--- config.mk ---
export PLATFORM = sky130hd
export DESIGN_NAME = mbb_bus_seq
export DESIGN_NICKNAME = d
export VERILOG_FILES = /design/src/core/mbb_pkg.sv /design/src/core/mbb_bus_seq.sv /design/src/core/mbb_fifo.sv
export SDC_FILE = /design/constraint.sdc
export NUM_CORES = 1
export LEC_CHECK = 0
export BUFFER_PORTS_ARGS = -buffer_cell sky130_fd_sc_hd__buf_4
export CORE_ASPECT_RATIO = 1.2
export CORE_UTILIZATION = 51
export DETAILED_ROUTE_END_ITERATION = 10
export PLACE_DENSITY = 0.86
export SLEW_MARGIN = 20
export SYNTH_ARGS = -nofsm -noshare
export SYNTH_HDL_FRONTEND = slang
export SYNTH_SLANG_ARGS = --single-unit
export TNS_END_PERCENT = 30
--- constraint.sdc ---
create_clock -name core_clk -period 3.95 [get_ports core_clk]
set_input_delay 0.1975 -clock core_clk [delete_from_list [all_inputs] [get_ports core_clk]]
set_output_delay 0.1975 -clock core_clk [all_outputs]
set_load 0.01 [all_outputs]
--- src/core/mbb_pkg.sv ---
// Shared types and constants of the multiplexed-bus burst sequencer.
// Assumes a single core clock domain; pins are resolved by the bench.
package mbb_pkg;

	////////////////////////////////////////////////////////////////////////
	// Bus width codes on the width pins
	localparam logic [1:0] WIDTH_8  = 2'h0;
	localparam logic [1:0] WIDTH_16 = 2'h1;
	localparam logic [1:0] WIDTH_32 = 2'h2;

	////////////////////////////////////////////////////////////////////////
	// Field positions and fixed levels
	localparam int         ADDR_W      = 32;
	localparam int         DATA_W      = 32;
	localparam int         SIZE_LSB    = 0;
	localparam int         WORD_LSB    = 2;
	localparam int         MAX_BEATS   = 4;
	localparam int         BLOCK_BYTES = 16;
	localparam int         FIFO_DEPTH  = 4;
	localparam logic [3:0] LANES_OFF   = 4'hF;
	localparam logic       RDY_RST     = 1'b1;

	////////////////////////////////////////////////////////////////////////
	// Bus phases
	typedef enum logic [1:0] {
		IDLE_PHASE,
		ADDRESS_PHASE,
		TRANSFER_PHASE,
		RECOVERY_PHASE
	} mbb_phase_type;

	// Core request: hit requests never reach the pins
	typedef struct packed {
		logic [31:0] addr;
		logic [3:0]  nbytes_m1;
		logic        write;
		logic        is_data;
		logic [1:0]  width;
		logic        cache_hit;
	} mbb_req_type;

endpackage // mbb_pkg

--- src/core/mbb_bus_seq.sv ---
// Multiplexed address/data bus sequencer: bursts, waits and recovery.
// Assumes bus pins resolved outside; core supplies beat-aligned write data.
//
// Contract
// - Writes drive direction, write and data-code high, data until ready low.
// - Write data stays on the bus through recovery and idle until next address.
// - A burst is one address phase and at most four transfers.
// - 32-bit: quad and triple at word bits 00, double at bit2 zero.
// - 16-bit: four-short bursts at A2:A1 zero, two-short at A1 zero.
// - 8-bit: four-byte bursts at A1:A0 zero, two-byte at A0 zero.
// - No burst crosses a 16-byte boundary; straddling requests are split.
// - Requests too wide for one burst become several consecutive bursts.
// - Transfer phase: ready low completes, high inserts a wait.
// - Bursts re-enter transfer after each beat; high adds a data wait.
// - All waits come from one synchronously sampled ready/recover input.
// - One recovery phase by default; low at its end adds another.
// - In recovery low means keep recovering; in transfer low means ready.
// - Recovery: bus floats after read, holds last value after write.
// - Recovery: strobes, last-beat, transceiver enable inactive, lanes all high.
// - Word bits, width, data-code, write and direction freeze in recovery.
// - Idle after read drives read address high bits, word bits, size.
// - Cache-hit requests never move bus or control pins.
// - Address strobe starts each access; last-beat releases at recovery.
// - Last-beat asserted on the final transfer of every access.
// - Lane enables advance per beat on narrow regions, else stay.
module mbb_bus_seq (
	input  wire logic               core_clk,
	input  wire logic               rst_b,
	input  wire logic               req_valid,
	output logic                    req_ready,
	input  mbb_pkg::mbb_req_type    req,
	input  wire logic               wr_valid,
	output logic                    wr_ready,
	input  wire logic [31:0]        wr_data,
	output logic                    rd_valid,
	output logic [31:0]             rd_data,
	input  wire logic               ready_recover_in,
	input  wire logic [31:0]        muxed_addr_data_in,
	output logic [31:0]             muxed_addr_data_out,
	output logic                    muxed_addr_data_oe,
	output logic                    address_strobe_n,
	output logic                    addr_latch,
	output logic                    final_beat_n,
	output logic                    xcvr_on_n,
	output logic                    xcvr_direction,
	output logic                    bus_write,
	output logic                    is_data,
	output logic [3:0]              byte_lane_en_n,
	output logic [1:0]              word_addr_bits,
	output logic [1:0]              bus_width_code
);

	////////////////////////////////////////////////////////////////////////
	// Functions

	// Bytes per beat for a width code
	function automatic logic [2:0] beat_bytes(input logic [1:0] w);
		if (w == mbb_pkg::WIDTH_8) beat_bytes = 3'h1;
		else if (w == mbb_pkg::WIDTH_16) beat_bytes = 3'h2;
		else beat_bytes = 3'h4;
	endfunction

	// Beats of the next access; zero means a sub-beat single access
	function automatic logic [2:0] plan_beats(input logic [3:0] a,
	                                          input logic [4:0] rem,
	                                          input logic [1:0] w);
		logic [4:0] bb;
		bb = {2'h0, beat_bytes(w)};
		plan_beats = 3'h1;
		if (((a & 4'(bb - 5'h1)) != 4'h0) || (rem < bb)) begin
			plan_beats = 3'h0;
		end else if (((a & 4'(5'(bb << 2) - 5'h1)) == 4'h0)
		             && (rem >= 5'(bb << 2))) begin
			plan_beats = 3'h4;
		end else if ((w == mbb_pkg::WIDTH_32) && (a[3:2] == 2'h0)
		             && (rem >= 5'hC)) begin
			plan_beats = 3'h3;
		end else if (((a & 4'(5'(bb << 1) - 5'h1)) == 4'h0)
		             && (rem >= 5'(bb << 1))) begin
			plan_beats = 3'h2;
		end
	endfunction

	// Active-low lane enables for one beat
	function automatic logic [3:0] lanes(input logic [1:0] w,
	                                     input logic [1:0] a,
	                                     input logic [2:0] nb);
		logic [3:0] on;
		on = 4'h0;
		if (w == mbb_pkg::WIDTH_8) begin
			lanes = {2'h3, a[1], a[0]};
		end else if (w == mbb_pkg::WIDTH_16) begin
			lanes = {~(a[0] | (nb == 3'h2)), 1'b1, a[1], a[0]};
		end else begin
			if (nb == 3'h4) on = 4'hF;
			else if (nb == 3'h2) on = 4'(4'h3 << a);
			else on = 4'(4'h1 << a);
			lanes = ~on;
		end
	endfunction

	////////////////////////////////////////////////////////////////////////
	// Ready/recover synchroniser

	logic rr_s1_ff;
	logic rr_s2_ff;
	logic rr_s3_ff;
	logic rdy_ff;

	always_ff @(posedge core_clk or negedge rst_b) begin
		if (!rst_b) begin
			rr_s1_ff <= mbb_pkg::RDY_RST;
			rr_s2_ff <= mbb_pkg::RDY_RST;
			rr_s3_ff <= mbb_pkg::RDY_RST;
			rdy_ff   <= mbb_pkg::RDY_RST;
		end else begin
			rr_s1_ff <= ready_recover_in;
			rr_s2_ff <= rr_s1_ff;
			rr_s3_ff <= rr_s2_ff;
			if (rr_s2_ff == rr_s3_ff) rdy_ff <= rr_s3_ff;
		end
	end

	////////////////////////////////////////////////////////////////////////
	// State and request registers

	mbb_pkg::mbb_phase_type state_ff;
	mbb_pkg::mbb_phase_type nxt_state;
	logic        busy_ff;
	logic [31:0] addr_ff;
	logic [4:0]  rem_ff;
	logic        write_ff;
	logic        code_ff;
	logic [1:0]  width_ff;
	logic [2:0]  beats_ff;
	logic [2:0]  step_ff;
	logic        last_wr_ff;
	logic [31:0] mad_ff;
	logic [1:0]  wab_ff;
	logic [3:0]  be_ff;
	logic        wr_pin_ff;
	logic        code_pin_ff;
	logic [1:0]  width_pin_ff;
	logic        rd_valid_ff;
	logic [31:0] rd_data_ff;

	////////////////////////////////////////////////////////////////////////
	// Write FIFO

	logic        fifo_valid;
	logic        fifo_pop;
	logic [31:0] fifo_data;
	logic [2:0]  fifo_count;

	mbb_fifo #(
		.WIDTH (mbb_pkg::DATA_W),
		.DEPTH (mbb_pkg::FIFO_DEPTH)
	) u_fifo (
		.core_clk  (core_clk),
		.rst_b     (rst_b),
		.in_valid  (wr_valid),
		.in_ready  (wr_ready),
		.in_data   (wr_data),
		.out_valid (fifo_valid),
		.out_ready (fifo_pop),
		.out_data  (fifo_data),
		.count     (fifo_count)
	);

	////////////////////////////////////////////////////////////////////////
	// Planning and decode

	wire        in_idle   = (state_ff == mbb_pkg::IDLE_PHASE);
	wire        in_addr   = (state_ff == mbb_pkg::ADDRESS_PHASE);
	wire        in_xfer   = (state_ff == mbb_pkg::TRANSFER_PHASE);
	wire        in_recov  = (state_ff == mbb_pkg::RECOVERY_PHASE);
	wire [2:0]  p_beats   = plan_beats(addr_ff[3:0], rem_ff, width_ff);
	wire        p_sub     = (p_beats == 3'h0);
	wire [2:0]  p_cnt     = p_sub ? 3'h1 : p_beats;
	wire [2:0]  p_step    = !p_sub ? beat_bytes(width_ff)
	                      : ((addr_ff[0] || rem_ff == 5'h1) ? 3'h1 : 3'h2);
	wire [1:0]  p_size    = 2'(p_cnt - 3'h1);
	wire        start_ok  = busy_ff && (!write_ff || fifo_count >= p_cnt);
	wire        beat_done = in_xfer && !rdy_ff;
	wire        last_beat = (beats_ff == 3'h1);
	wire [31:0] nxt_addr  = addr_ff + {29'h0, step_ff};
	wire [4:0]  nxt_rem   = rem_ff - {2'h0, step_ff};
	wire        enter_adr = (nxt_state == mbb_pkg::ADDRESS_PHASE) && !in_addr;
	wire        accept    = req_valid && req_ready && !req.cache_hit;

	assign req_ready = !busy_ff;
	assign fifo_pop  = write_ff && (in_addr || (beat_done && !last_beat));

	always_comb begin
		nxt_state = state_ff;
		case (state_ff)
			mbb_pkg::IDLE_PHASE: begin
				if (start_ok) nxt_state = mbb_pkg::ADDRESS_PHASE;
			end
			mbb_pkg::ADDRESS_PHASE: begin
				nxt_state = mbb_pkg::TRANSFER_PHASE;
			end
			mbb_pkg::TRANSFER_PHASE: begin
				if (beat_done && last_beat) nxt_state = mbb_pkg::RECOVERY_PHASE;
			end
			default: begin
				if (rdy_ff) begin
					nxt_state = start_ok ? mbb_pkg::ADDRESS_PHASE
					                     : mbb_pkg::IDLE_PHASE;
				end
			end
		endcase
	end

	////////////////////////////////////////////////////////////////////////
	// Sequencing

	always_ff @(posedge core_clk or negedge rst_b) begin
		if (!rst_b) begin
			state_ff <= mbb_pkg::IDLE_PHASE;
		end else begin
			state_ff <= nxt_state;
		end
	end

	always_ff @(posedge core_clk or negedge rst_b) begin
		if (!rst_b) begin
			busy_ff  <= 1'b0;
			addr_ff  <= '0;
			rem_ff   <= '0;
			write_ff <= 1'b0;
			code_ff  <= 1'b0;
			width_ff <= mbb_pkg::WIDTH_8;
		end else if (accept) begin
			busy_ff  <= 1'b1;
			addr_ff  <= req.addr;
			rem_ff   <= {1'b0, req.nbytes_m1} + 5'h1;
			write_ff <= req.write;
			code_ff  <= req.is_data;
			width_ff <= req.width;
		end else if (beat_done) begin
			addr_ff <= nxt_addr;
			rem_ff  <= nxt_rem;
			if (nxt_rem == 5'h0) busy_ff <= 1'b0;
		end
	end

	always_ff @(posedge core_clk or negedge rst_b) begin
		if (!rst_b) begin
			beats_ff     <= '0;
			step_ff      <= '0;
			last_wr_ff   <= 1'b0;
			wab_ff       <= '0;
			be_ff        <= mbb_pkg::LANES_OFF;
			wr_pin_ff    <= 1'b0;
			code_pin_ff  <= 1'b0;
			width_pin_ff <= mbb_pkg::WIDTH_8;
		end else if (enter_adr) begin
			beats_ff     <= p_cnt;
			step_ff      <= p_step;
			last_wr_ff   <= write_ff;
			wab_ff       <= addr_ff[3:2];
			be_ff        <= lanes(width_ff, addr_ff[1:0], p_step);
			wr_pin_ff    <= write_ff;
			code_pin_ff  <= code_ff || write_ff;
			width_pin_ff <= width_ff;
		end else if (beat_done) begin
			beats_ff <= beats_ff - 3'h1;
			if (!last_beat) begin
				wab_ff <= nxt_addr[3:2];
				be_ff  <= lanes(width_ff, nxt_addr[1:0], step_ff);
			end
		end
	end

	always_ff @(posedge core_clk or negedge rst_b) begin
		if (!rst_b) begin
			mad_ff <= '0;
		end else if (enter_adr) begin
			mad_ff <= {addr_ff[31:2], p_size};
		end else if (fifo_pop) begin
			mad_ff <= fifo_data;
		end else if (beat_done && !write_ff) begin
			mad_ff[3:2] <= addr_ff[3:2];
		end
	end

	always_ff @(posedge core_clk or negedge rst_b) begin
		if (!rst_b) begin
			rd_valid_ff <= 1'b0;
			rd_data_ff  <= '0;
		end else begin
			rd_valid_ff <= beat_done && !write_ff;
			if (beat_done && !write_ff) rd_data_ff <= muxed_addr_data_in;
		end
	end

	////////////////////////////////////////////////////////////////////////
	// Pins

	assign muxed_addr_data_out = mad_ff;
	assign muxed_addr_data_oe  = in_xfer ? write_ff
	                           : (in_recov ? last_wr_ff : 1'b1);
	assign address_strobe_n    = !in_addr;
	assign addr_latch          = in_addr;
	assign xcvr_on_n           = !in_xfer;
	assign final_beat_n        = !(in_xfer && last_beat);
	assign byte_lane_en_n      = (in_recov || in_idle) ? mbb_pkg::LANES_OFF : be_ff;
	assign xcvr_direction      = wr_pin_ff;
	assign bus_write           = wr_pin_ff;
	assign is_data             = code_pin_ff;
	assign word_addr_bits      = wab_ff;
	assign bus_width_code      = width_pin_ff;
	assign rd_valid            = rd_valid_ff;
	assign rd_data             = rd_data_ff;
endmodule // mbb_bus_seq

--- src/core/mbb_fifo.sv ---
// Write-data FIFO between core and bus sequencer.
// Assumes one clock; reader drains a word per out_valid and out_ready.
module mbb_fifo #(
	parameter int WIDTH = 32,
	parameter int DEPTH = 4
) (
	input  wire logic                       core_clk,
	input  wire logic                       rst_b,
	input  wire logic                       in_valid,
	output logic                            in_ready,
	input  wire logic [WIDTH-1:0]           in_data,
	output logic                            out_valid,
	input  wire logic                       out_ready,
	output logic [WIDTH-1:0]                out_data,
	output logic [$clog2(DEPTH+1)-1:0]      count
);
	localparam int AW = (DEPTH > 1) ? $clog2(DEPTH) : 1;

	logic [WIDTH-1:0]           mem_ff [DEPTH];
	logic [AW-1:0]              wr_ptr_ff;
	logic [AW-1:0]              rd_ptr_ff;
	logic [$clog2(DEPTH+1)-1:0] cnt_ff;
	wire                        push;
	wire                        pop;

	assign in_ready  = (cnt_ff != DEPTH[$clog2(DEPTH+1)-1:0]);
	assign out_valid = (cnt_ff != '0);
	assign push      = in_valid && in_ready;
	assign pop       = out_valid && out_ready;
	assign out_data  = mem_ff[rd_ptr_ff];
	assign count     = cnt_ff;

	function automatic logic [AW-1:0] inc(input logic [AW-1:0] p);
		inc = (p == AW'(DEPTH - 1)) ? '0 : p + AW'(1);
	endfunction

	always_ff @(posedge core_clk) begin
		if (push) begin
			mem_ff[wr_ptr_ff] <= in_data;
		end
	end

	always_ff @(posedge core_clk or negedge rst_b) begin
		if (!rst_b) begin
			wr_ptr_ff <= '0;
			rd_ptr_ff <= '0;
			cnt_ff    <= '0;
		end else begin
			if (push) wr_ptr_ff <= inc(wr_ptr_ff);
			if (pop) rd_ptr_ff <= inc(rd_ptr_ff);
			cnt_ff <= cnt_ff + (push ? 1'b1 : 1'b0) - (pop ? 1'b1 : 1'b0);
		end
	end

endmodule // mbb_fifo

; ---- After elaboration in Yosys (flattened, before gate mapping)
; Memories as Yosys holds them, arrays and structs flattened.
; Cells that the tools add are included.
[op_classes]
n_mux = 59
n_lt_le_gt_ge = 5
reduce_logical = 46
bitwise_logic = 9
eq_ne = 17
shift = 4
addsub = 12
[ops]
columns = cell, n
row1 = 32-bit 2-to-1 mux, 3
row2 = 4-bit 2-to-1 mux, 20
row3 = 32-bit by 3-bit adder with 32-bit output, 1
row4 = 28-bit 2-to-1 mux, 1
row5 = 3-bit 2-to-1 mux, 9
row6 = 2-bit 2-to-1 mux, 13
row7 = 1-bit logical AND, 16
row8 = 4-bit bitwise AND, 3
row9 = 2-bit equality test (second input constant), 5
row10 = 1-bit 2-to-1 mux, 10
row11 = 5-bit 2-to-1 mux, 2
row12 = 1-bit logical NOT, 8
row13 = 4-bit logical NOT, 2
row14 = 4-bit inverter, 2
row15 = 2-bit nonzero test, 4
row16 = 1-bit by 2-bit << shifter with 4-bit output (first input constant), 2
row17 = 2-bit by 2-bit << shifter with 4-bit output (first input constant), 2
row18 = 4-bit by 1-bit subtractor with 4-bit output (second input constant), 2
row19 = 2-bit by 1-bit equality test with 1-bit output (second input constant), 3
row20 = 3-bit by 2-bit equality test with 1-bit output (second input constant), 2
row21 = 3-bit equality test (second input constant), 2
row22 = 2-bit logical NOT, 3
row23 = 1-bit logical OR, 6
row24 = 2-bit one-hot mux with 3 select lines, 1
row25 = 25 further kinds, 30
[word_totals]
n_memories = 1
reg_bits = 136
mem_bits_rw = 128
input_bits = 110
word_cells = 178
output_inout_bits = 83
[memory_table]
columns = memory, words, word_bits, rd, rd_ports_with_merged_regs, write_ports, line
row1 = u_fifo.mem_ff, 4, 32, 1, 0, 1, mbb_fifo.sv:19  ; logic [WIDTH-1:0] mem_ff [DEPTH];

; ---- Longest topological paths before layout
; Gate-level depths: netlist of run 1.
[depth]
depth_word = 28
ltp_mapped = 17
depth_no_buf = 14

; ---- Cells and area by module
; Synthesis of run 1 repeated with hierarchy kept, for this count alone.
[hier_totals]
cells_unflattened = 903
hier_area_um2 = 12007.8
[modules_own_cells]
columns = mod, cells_each, area_each_um2, n_inst, seq_area_each_um2
row1 = mbb_bus_seq, 692, 6915.4, 1, 3238.1
row2 = mbb_fifo, 211, 5092.4, 1, 4018.9

; ---- Least setup slack after synthesis of run 1
; Ideal clock, no wire load.
[synth_path]
kind = register -> register
start = reg width_ff[1]
end = reg mad_ff[2], in the netlist muxed_addr_data_out[2]
synth_period_minus_slack_ns = 3.736
setup_ns = 0.121
n_path_buf = 3
arrival_time_ns = 3.615
t_required_ns = 3.829
path_stages_with_launch = 18
setup_slack_ns = 0.214
path_cell_list = dfrtp_1 > clkbuf_1 > nor2b_1 > inv_1 > ha_1 > o21ai_0 > o21ai_0 > nand2_1 > o31ai_1 > inv_1 > ha_1 > nor2b_1 > o2111ai_1 > a221oi_1 > nor2_1 > buf_2 > buf_2 > o22a_1
[synth_between]
elab_chain_cells = 22
word_cells_on_any_way = 39
cone_classes = add/sub: 3 / order compare: 4 / eq/ne: 3 / mux: 12 / bitwise: 3 / reduce/logical: 14
[synth_lines]
columns = item, line
row1 = "start, declared", mbb_bus_seq.sv:134  ; logic [1:0] width_ff;
row2 = "start signal, assigned", mbb_bus_seq.sv:233  ; width_ff <= mbb_pkg::WIDTH_8;
row3 = "start signal, assigned", mbb_bus_seq.sv:240  ; width_ff <= req.width;
row4 = 2-bit by 1-bit equality test with 1-bit output, mbb_bus_seq.sv:59  ; else if (w == mbb_pkg::WIDTH_16) beat_bytes = 3'h2;
row5 = 3-bit 2-to-1 mux, mbb_bus_seq.sv:59
row6 = 3-bit 2-to-1 mux, mbb_bus_seq.sv:58  ; if (w == mbb_pkg::WIDTH_8) beat_bytes = 3'h1;
row7 = 4-bit by 1-bit subtractor with 4-bit output, mbb_bus_seq.sv:78  ; end else if (((a & 4'(5'(bb << 1) - 5'h1)) == 4'h0)
row8 = 4-bit bitwise AND, mbb_bus_seq.sv:78
row9 = 4-bit logical NOT, mbb_bus_seq.sv:78
row10 = 1-bit logical AND, mbb_bus_seq.sv:79  ; && (rem >= 5'(bb << 1))) begin
row11 = 2-bit 2-to-1 mux, mbb_bus_seq.sv:78
row12 = [6 not listed], n/a
row13 = 1-bit logical OR *, mbb_bus_seq.sv:183  ; wire start_ok = busy_ff && (!write_ff || fifo_count >= p_cnt);
row14 = 1-bit logical AND *, mbb_bus_seq.sv:183
row15 = 1-bit 2-to-1 mux, mbb_bus_seq.sv:208  ; nxt_state = start_ok ? mbb_pkg::ADDRESS_PHASE
row16 = 2-bit 2-to-1 mux, mbb_bus_seq.sv:207  ; if (rdy_ff) begin
row17 = 2-bit one-hot mux with 3 select lines *, mbb_bus_seq.sv:196  ; case (state_ff)
row18 = 2-bit by 1-bit equality test with 1-bit output *, mbb_bus_seq.sv:188  ; wire enter_adr = (nxt_state == mbb_pkg::ADDRESS_PHASE) && !in_addr;
row19 = 1-bit logical AND *, mbb_bus_seq.sv:188
row20 = 3-bit nonzero test (no line) / 32-bit 2-to-1 mux (equally long branches), n/a
row21 = "end signal, assigned", mbb_bus_seq.sv:280  ; mad_ff <= {addr_ff[31:2], p_size};
row22 = "end signal, assigned", mbb_bus_seq.sv:282  ; mad_ff <= fifo_data;
row23 = "end signal, assigned", mbb_bus_seq.sv:284  ; mad_ff[3:2] <= addr_ff[3:2];
row24 = "end, declared", mbb_bus_seq.sv:138  ; logic [31:0] mad_ff;
; Every way passes the cells marked *; elsewhere a longest branch is shown, timed or not.
; A chain may end at the register's enable or synchronous reset.

; ---- Worst setup path in the final report of run 1
[layout_path]
start = reg width_ff[1]
end = reg mad_ff[30], in the netlist muxed_addr_data_out[30]
[layout_between]
elab_chain_cells = 22
word_cells_on_any_way = 39
cone_classes = add/sub: 3 / order compare: 4 / eq/ne: 3 / mux: 12 / bitwise: 3 / reduce/logical: 14
[layout_lines]
columns = item, line
row1 = 2-bit by 1-bit equality test with 1-bit output, mbb_bus_seq.sv:59
row2 = 3-bit 2-to-1 mux, mbb_bus_seq.sv:59
row3 = 3-bit 2-to-1 mux, mbb_bus_seq.sv:58
row4 = 4-bit by 1-bit subtractor with 4-bit output, mbb_bus_seq.sv:78
row5 = 4-bit bitwise AND, mbb_bus_seq.sv:78
row6 = 4-bit logical NOT, mbb_bus_seq.sv:78
row7 = 1-bit logical AND, mbb_bus_seq.sv:79
row8 = 2-bit 2-to-1 mux, mbb_bus_seq.sv:78
row9 = [6 not listed], n/a
row10 = 1-bit logical OR *, mbb_bus_seq.sv:183
row11 = 1-bit logical AND *, mbb_bus_seq.sv:183
row12 = 1-bit 2-to-1 mux, mbb_bus_seq.sv:208
row13 = 2-bit 2-to-1 mux, mbb_bus_seq.sv:207
row14 = 2-bit one-hot mux with 3 select lines *, mbb_bus_seq.sv:196
row15 = 2-bit by 1-bit equality test with 1-bit output *, mbb_bus_seq.sv:188
row16 = 1-bit logical AND *, mbb_bus_seq.sv:188
row17 = 32-bit 2-to-1 mux / 2-bit nonzero test (equally long branches), n/a
; Marked as above.

==> impl_metrics.toml, run 1 <==
[run_status]
status = "finished, final reports clean"

[flow_run]
maxCapViolCount = 0

[synthesis]
synth-seq-area-share = 0.6089
synthAdderAreaFrac = 0.03738
synth_top_family_by_area = "multiplexers"
syn_area_per_cell_sq_um = 13.18
ys_ff_latch = 264
synth-edff-count = 128
synth_xor_xnor_area_share = 0.02646
yosys.area_share.simple = 0.09627
muxShareOfSynthArea = 0.1297
syn_area_sq_um = 11920
netlist_instances = 904
async_reset_ff_frac = 0.5152
synth_flop_cell = "edfxtp_1"
syn-num-nets = 1047
synth_cell_types = 62
synth_warnings = 0
synth-compound-area-share = 0.07339

[min_path]
hold_end = "rem_ff[2]$_DFFE_PN0P_"
holdPathStages = 3
min_from = "req[7]"
hold_path.class = "in -> reg"

[place]
dp_slack_ns = -0.1483
dp_hpwl_um = 20060
gp_congestion = 0.9004
numPortBuffers = 192

[timing]
drv_slew = 0
max_freq_mhz = 268.1
setup_slack_ns = 0.2206
finalSetupViolCount = 0
holdWs_ns = 0.01472
tightest_slew_ns = 1.069
relSlewSlack = 0.2856
rsz0062_at_grt = "yes"
post-route-period-util = 0.9442
final_hold_viol_count = 0
period_needed_ns = 3.729
clock-skew-final_ns = 0.01014

[finish]
nets = 1357
layout_common_cells = "220 x buf_4, 128 x edfxtp_1, 127 x dfrtp_1"
fillers = 1492
area_growth_pct = 32.90
final_common_cell = "buf_4"
layout-drive-gt1-share = 0.2998

[setup_path]
worstSetupPathType = "reg -> reg"
crit_buf_inv = 4
worstPathCellList = "nor2b_1, inv_1, ha_1, o21ai_0, o21ai_0, buf_4, nand2_1, o31ai_2, inv_1, ha_1, nor2b_1, o2111ai_1, a221o_1, buf_4, nand3_1, o21ai_0"
cp.required_ns = 4.34
timing.rr.end = "muxed_addr_data_out[30]$_DFFE_PN0P_"
rrSetupSlack_ns = 0.22
slowest_stage = "a221o_1"
critPathMaxStageDelay_ns = 0.50
r2r_cells = 16
critPathArrivalTime_ns = 4.12
start_kind = "flip-flop"
cp_top_family = "compound AO/OA/AOI/OAI gates"
crit_top_cell = "o21ai_0"
worstReg2RegStart = "width_ff[1]$_DFFE_PN0P_"
path_max_fanout = 28
worstSetupEndpointType = "flip-flop"

[cts]
ctsLongestPathBuffers = 3
clock_latency_ns = 0.53
htreeDepth = 1
cts.sinks = 264
cts_tree = "built"
clk_pin_slew_ns = 0.07
cts_buffers = 26
cts_root_buf = "clkbuf_16"

[power]
power.leakage_nw = 6.507
peakVddDrop_uv = 510.2
powerDensity_nw_per_um2 = 828.6

[drt]
vias = 9052
drc_errors = 0
first_pass_iters = 5
drtAntennaViolNets = 0
dr.first_iter.drc_count = 715
totalWireLength_um = 33500
post_drt_wl_per_cell_um = 21.68
via_per_inst = 5.859

[floorplanning]
core_area_sq_um = 22670
start_util = 0.5257
dieArea_sq_um = 23990
pin_count = 193
die_y_um = 169.5
chipWidth_um = 141.5
rows = 60

[global_routing]
grt_pass1_vias = 9210
grtUsageMet1 = 0.3428
grt_pass1_wl_um = 50430
met2_usage = 0.4798
grt_most_used_layer = "met2"
grt_max_degree = 110
antenna_found_initial = 1
gr-total-overflow = 0
met3_usage = 0.03527
grt_use_total = 0.2758
-- cell type report --
| class | instances | area (sq um) | area share |
|---|---|---|---|
| Antenna cell | 1 | 2.502 | 0.0001580 |
| Sequential cell | 264 | 7258 | 0.4583 |
| Tap cell | 310 | 387.9 | 0.02449 |
| Inverter | 32 | 120.1 | 0.007584 |
| Multi-Input combinational cell | 562 | 4390 | 0.2772 |
| Clock buffer | 28 | 700.7 | 0.04424 |
| Timing Repair Buffer | 328 | 2756 | 0.1740 |
| Clock inverter | 20 | 222.7 | 0.01406 |
-- power breakdown --
| group | switching [W] | total (W) | internal, W |
|---|---|---|---|
| clock | 0.00109 | 0.00265 | 0.00156 |
| sequential | 0.000847 | 0.00474 | 0.00389 |
| combinational | 0.00306 | 0.00574 | 0.00268 |
-- metal layers --
layer,share of wire,wire (um),up-vias
li1,-,-,3967
met1,0.37,12440,4462
met2,0.51,17050,504
met3,0.071,2388,119
met4,0.048,1622,0
met5,0,0,-
-- worst max path at each step --
stage / startpoint / to / slack, ns / cells past startpoint
3_5_place_dp: width_ff[1]$_DFFE_PN0P_ / muxed_addr_data_out[0]$_DFFE_PN0P_ / -0.15 / 16
6_report: width_ff[1]$_DFFE_PN0P_ / muxed_addr_data_out[30]$_DFFE_PN0P_ / 0.22 / 16
2_1_floorplan: width_ff[1]$_DFFE_PN0P_ / muxed_addr_data_out[2]$_DFFE_PN0P_ / 0.21 / 17
4_1_cts: width_ff[1]$_DFFE_PN0P_ / muxed_addr_data_out[0]$_DFFE_PN0P_ / 0.14 / 16
5_1_grt: width_ff[1]$_DFFE_PN0P_ / muxed_addr_data_out[8]$_DFFE_PN0P_ / -0.05 / 18
3_3_place_gp: width_ff[1]$_DFFE_PN0P_ / word_addr_bits[0]$_DFFE_PN0P_ / -0.1 / 16
-- cells by family (layout without fill, tap and decap cells) --
group / count (synthesis) / after routing
adder cells (fa/ha/maj): 34 / 34
buffers and inverters: 81 / 408
other: 0 / 1
AND/OR/NAND/NOR: 231 / 234
XOR/XNOR: 36 / 36
multiplexers: 109 / 109
flip-flops: 264 / 264
AO/OA/AOI/OAI: 149 / 149
-- sequential cells by signal (all words and copies together), names as in the netlist, 2 cells and up --
register             flops
addr_ff                 32
u_fifo.wr_ptr_ff         2
step_ff                  3
width_ff                 2
word_addr_bits           2
muxed_addr_data_out     32
state_ff                 2
beats_ff                 3
bus_width_code           2
u_fifo.count             3
u_fifo.mem_ff          128
be_ff                    4
u_fifo.rd_ptr_ff         2
rem_ff                   5
rd_data                 32
-- synth_stat cells (all sizes together), types with 3 or more instances --
cell type | number | area, sq um
dfrtp | 128 | 3203
edfxtp | 128 | 3844
o21ai | 74 | 370.4
nand2 | 71 | 266.5
mux2 | 43 | 484.2
clkbuf | 41 | 153.9
nand3 | 41 | 205.2
nor2 | 39 | 146.4
mux2i | 34 | 340.3
inv | 32 | 120.1
mux4 | 32 | 720.7
xnor2 | 32 | 280.3
a21oi | 31 | 155.2
ha | 30 | 375.4
nor3 | 18 | 90.09
and3 | 12 | 75.07
nor4 | 12 | 90.09
buf | 8 | 58.81
dfstp | 8 | 210.2
nor2b | 8 | 50.05
a31oi | 7 | 43.79
nand2b | 6 | 45.04
a211oi | 4 | 30.03
nand4 | 4 | 25.02
nor3b | 4 | 30.03
o21a | 4 | 30.03
xor2 | 4 | 35.03
a211o | 3 | 26.28
a21o | 3 | 22.52
fa | 3 | 60.06
o211ai | 3 | 22.52
-- what timing repair did --
action                                 CTS  global route
endpoints found under the hold margin  299             1
setup endpoints to repair               42            45
setup buffers                            0             3
gates cloned                             1             2
gates resized for setup                  1             1
pin swaps                                1             2
hold buffers                           104             1
-- worst reg2reg max path, delay by kind of cell, from the launching register on --
family	cells	cell delay, ns
buffers and inverters	4	0.65
adder cells (fa/ha/maj)	2	0.56
flip-flops	1	0.38
AND/OR/NAND/NOR	4	0.60
AO/OA/AOI/OAI	6	1.41
-- stage by stage --
stage / instance area (sq um) / instances / utilization / power [W] / setup TNS (ns)
final: 15840 / 1545 / 0.6986 / 0.01312 / 0
after global routing: 15840 / 1545 / 0.6986 / 0.01382 / -0.2605
after CTS: 15760 / 1538 / 0.6951 / 0.01284 / 0
after detailed placement: 13780 / 1385 / 0.6079 / 0.009956 / -1.637
after global placement: 13780 / 1385 / 0.6079 / 0.009717 / -0.6666
after floorplan: 11920 / 904 / - / 0.007874 / 0
No activity file was read; power rests on OpenSTA's default activity.
==> run 2: changes to the inputs <==
--- a/config.mk
+++ b/config.mk
@@ -10,6 +10,7 @@
 export CORE_UTILIZATION = 51
 export DETAILED_ROUTE_END_ITERATION = 10
 export PLACE_DENSITY = 0.86
+export RECOVER_POWER = 50
 export SLEW_MARGIN = 20
 export SYNTH_ARGS = -nofsm -noshare
 export SYNTH_HDL_FRONTEND = slang
==> run 2 against run 1 <==
Net effect: non-clock buffer count unchanged; sequential share of layout area grew 1.0 points; highest routed layer unchanged; clock-buffer cell count unchanged; the run now ends with max-capacitance violations, max-slew violations left; clock power hardly changed; largest power group unchanged.
==> impl_metrics.toml, run 2 (same netlist as run 1, synthesis figures left out) <==
[finish]
layout_common_cells = "128 x edfxtp_1, 127 x dfrtp_1, 127 x buf_4"
area_growth_pct = 29.93
stdcell_area_sq_um = 15480
top_register = "u_fifo.mem_ff"
nets = 1357
layoutNonFillerInstCount = 1545
fillers = 1606
layout-drive-gt1-share = 0.2245
largest_register_ffs = 128
final_common_cell = "edfxtp_1"

[drt]
dr.max_layer_used = "met4"
met3WireLength_um = 2440
dr.first_iter.drc_count = 734
drt-met1-wl_um = 12540
via_per_inst = 5.876
vias = 9078
first_pass_iters = 5
post_drt_wl_per_cell_um = 21.71
drtAntennaViolNets = 0
met2WireLength_um = 17040
drc_errors = 0
totalWireLength_um = 33550

[timing]
period_needed_ns = 3.724
holdWs_ns = 0.01232
finalSetupTns_ns = 0
final_hold_viol_count = 0
drv_slew = 110
relSlewSlack = -0.8823
rsz0062_at_grt = "yes"
max_freq_mhz = 268.5
post-route-period-util = 0.9428
finalSetupViolCount = 0
tightest_slew_ns = 2.823
clock-skew-final_ns = 0.01374

[power]
power.leakage_nw = 6.164
clock_power_share = 0.206
seq_power_share = 0.367
powerDensity_nw_per_um2 = 831.6
swShare = 0.3888
p_switching_w = 0.005007
internal_power_w = 0.007871
peakVddDrop_uv = 509.3
power_w = 0.01288
combPwrFrac = 0.427

[setup_path]
cp_top_family = "compound AO/OA/AOI/OAI gates"
rrSetupSlack_ns = 0.23
slowest_stage = "nor2_2"
cp.required_ns = 4.34
critPathMaxStageDelay_ns = 0.62
worstPathCellList = "nor2b_1, inv_1, ha_1, o21ai_0, o21ai_0, buf_4, nand2_1, o31ai_2, inv_1, ha_1, nor2b_1, o2111ai_1, a221oi_1, buf_4, nor2_2, o21ai_0"
endpoint = "muxed_addr_data_out[31]$_DFFE_PN0P_"
crit_buf_inv = 4
start_kind = "flip-flop"
worstReg2RegStart = "width_ff[1]$_DFFE_PN0P_"
timing.rr.end = "muxed_addr_data_out[31]$_DFFE_PN0P_"
worstSetupEndpointType = "flip-flop"
crit_start = "width_ff[1]$_DFFE_PN0P_"
path_max_fanout = 12
cp.depth = 16
critPathArrivalTime_ns = 4.12
worstSetupPathType = "reg -> reg"
r2r_cells = 16
crit_top_cell = "o21ai_0"

[cts]
clk_pin_slew_ns = 0.07
ctsLongestPathBuffers = 3
cts_tree = "built"
cts.sinks = 264
clock_latency_ns = 0.54
cts_root_buf = "clkbuf_16"
cts_buffers = 26
htreeDepth = 1

[floorplanning]
start_util = 0.5257
die_y_um = 169.5
core_area_sq_um = 22670
dieArea_sq_um = 23990
pin_count = 193
rows = 60
chipWidth_um = 141.5

[global_routing]
grt_pass1_vias = 9210
grt_pass1_wl_um = 50430
grt_use_total = 0.2758
gr-total-overflow = 0
grt_max_degree = 110
antenna_found_initial = 1

[place]
numPortBuffers = 192
gp_congestion = 0.9004
postPlaceCellArea_sq_um = 13780
place_inst = 1385
dp_hpwl_um = 20060

[flow_run]
maxCapViolCount = 1

[min_path]
hold_path.class = "in -> reg"

[run_status]
violations = "max-capacitance violations, max-slew violations"
status = "finished, violations left"
run 2: cell types whose count changed in the layout (fill, tap and decap cells not counted), sizes merged:
cell and delta:
buf -93, clkbuf +93
run 2: cell type report:
| type | count | area [sq um] | share of cell area |
|---|---|---|---|
| Antenna cell | 1 | 2.502 | 0.0001616 |
| Clock buffer | 28 | 700.7 | 0.04525 |
| Clock inverter | 20 | 222.7 | 0.01438 |
| Inverter | 32 | 120.1 | 0.007757 |
| Multi-Input combinational cell | 562 | 4390 | 0.2835 |
| Sequential cell | 264 | 7258 | 0.4687 |
| Tap cell | 310 | 387.9 | 0.02505 |
| Timing Repair Buffer | 328 | 2402 | 0.1551 |
run 2: power by group through the flow:
stage / registers (W) / clock network, W / logic (W)
after global placement: 0.00467 / 0 / 0.00505
after detailed placement: 0.00471 / 0 / 0.00525
after global routing: 0.00481 / 0.00279 / 0.00595
after floorplan: 0.00457 / 0 / 0.00331
final: 0.00473 / 0.00266 / 0.00549
after CTS: 0.00470 / 0.00268 / 0.00547
run 2: what timing repair did:
| item | CTS | global route |
|---|---|---|
| hold buffers | 104 | 1 |
| setup endpoints to repair | 42 | 45 |
| hold endpoints to repair | 299 | 1 |
| buffers inserted | 0 | 3 |
| gates resized for setup | 1 | 1 |
| gates cloned | 1 | 2 |
| pin swaps | 1 | 2 |
run 2: routing by layer:
metal	vias to the layer above	GRT usage
met5	-	0
met4	0	0.1286
met2	533	0.4798
li1	3965	-
met1	4466	0.3428
met3	114	0.03527
run 2: worst min-delay path by stage:
stage / cells past startpoint / slack (ns) / start / to
after CTS: 3 / 0.002 / req[14] / addr_ff[5]$_DFFE_PN0P_
after floorplan: 0 / -0.1 / rst_b / addr_ff[0]$_DFFE_PN0P_
after detailed placement: 1 / 0.31 / ready_recover_in / rr_s1_ff$_DFF_PN1_
after global placement: 1 / 0.31 / ready_recover_in / rr_s1_ff$_DFF_PN1_
final: 3 / 0.01 / req[7] / rem_ff[2]$_DFFE_PN0P_
after global routing: 3 / 0.02 / req[7] / rem_ff[2]$_DFFE_PN0P_
run 2: through the flow:
step                      utilization  worst slack [ns]
after global routing           0.6830          -0.04527
after detailed placement       0.6079           -0.1483
after CTS                      0.6951            0.1385
after global placement         0.6079          -0.09569
after floorplan                     -            0.2139
final                          0.6830            0.2259
run 2: worst reg2reg max path, stage by stage (launching register included):
cell and delay (ns):
dfrtp_1 0.38, nor2b_1 0.16, inv_1 0.10, ha_1 0.28, o21ai_0 0.10, o21ai_0 0.19
buf_4 0.16, nand2_1 0.10, o31ai_2 0.31, inv_1 0.09, ha_1 0.28, nor2b_1 0.04
o2111ai_1 0.24, a221oi_1 0.13, buf_4 0.20, nor2_2 0.62, o21ai_0 0.20
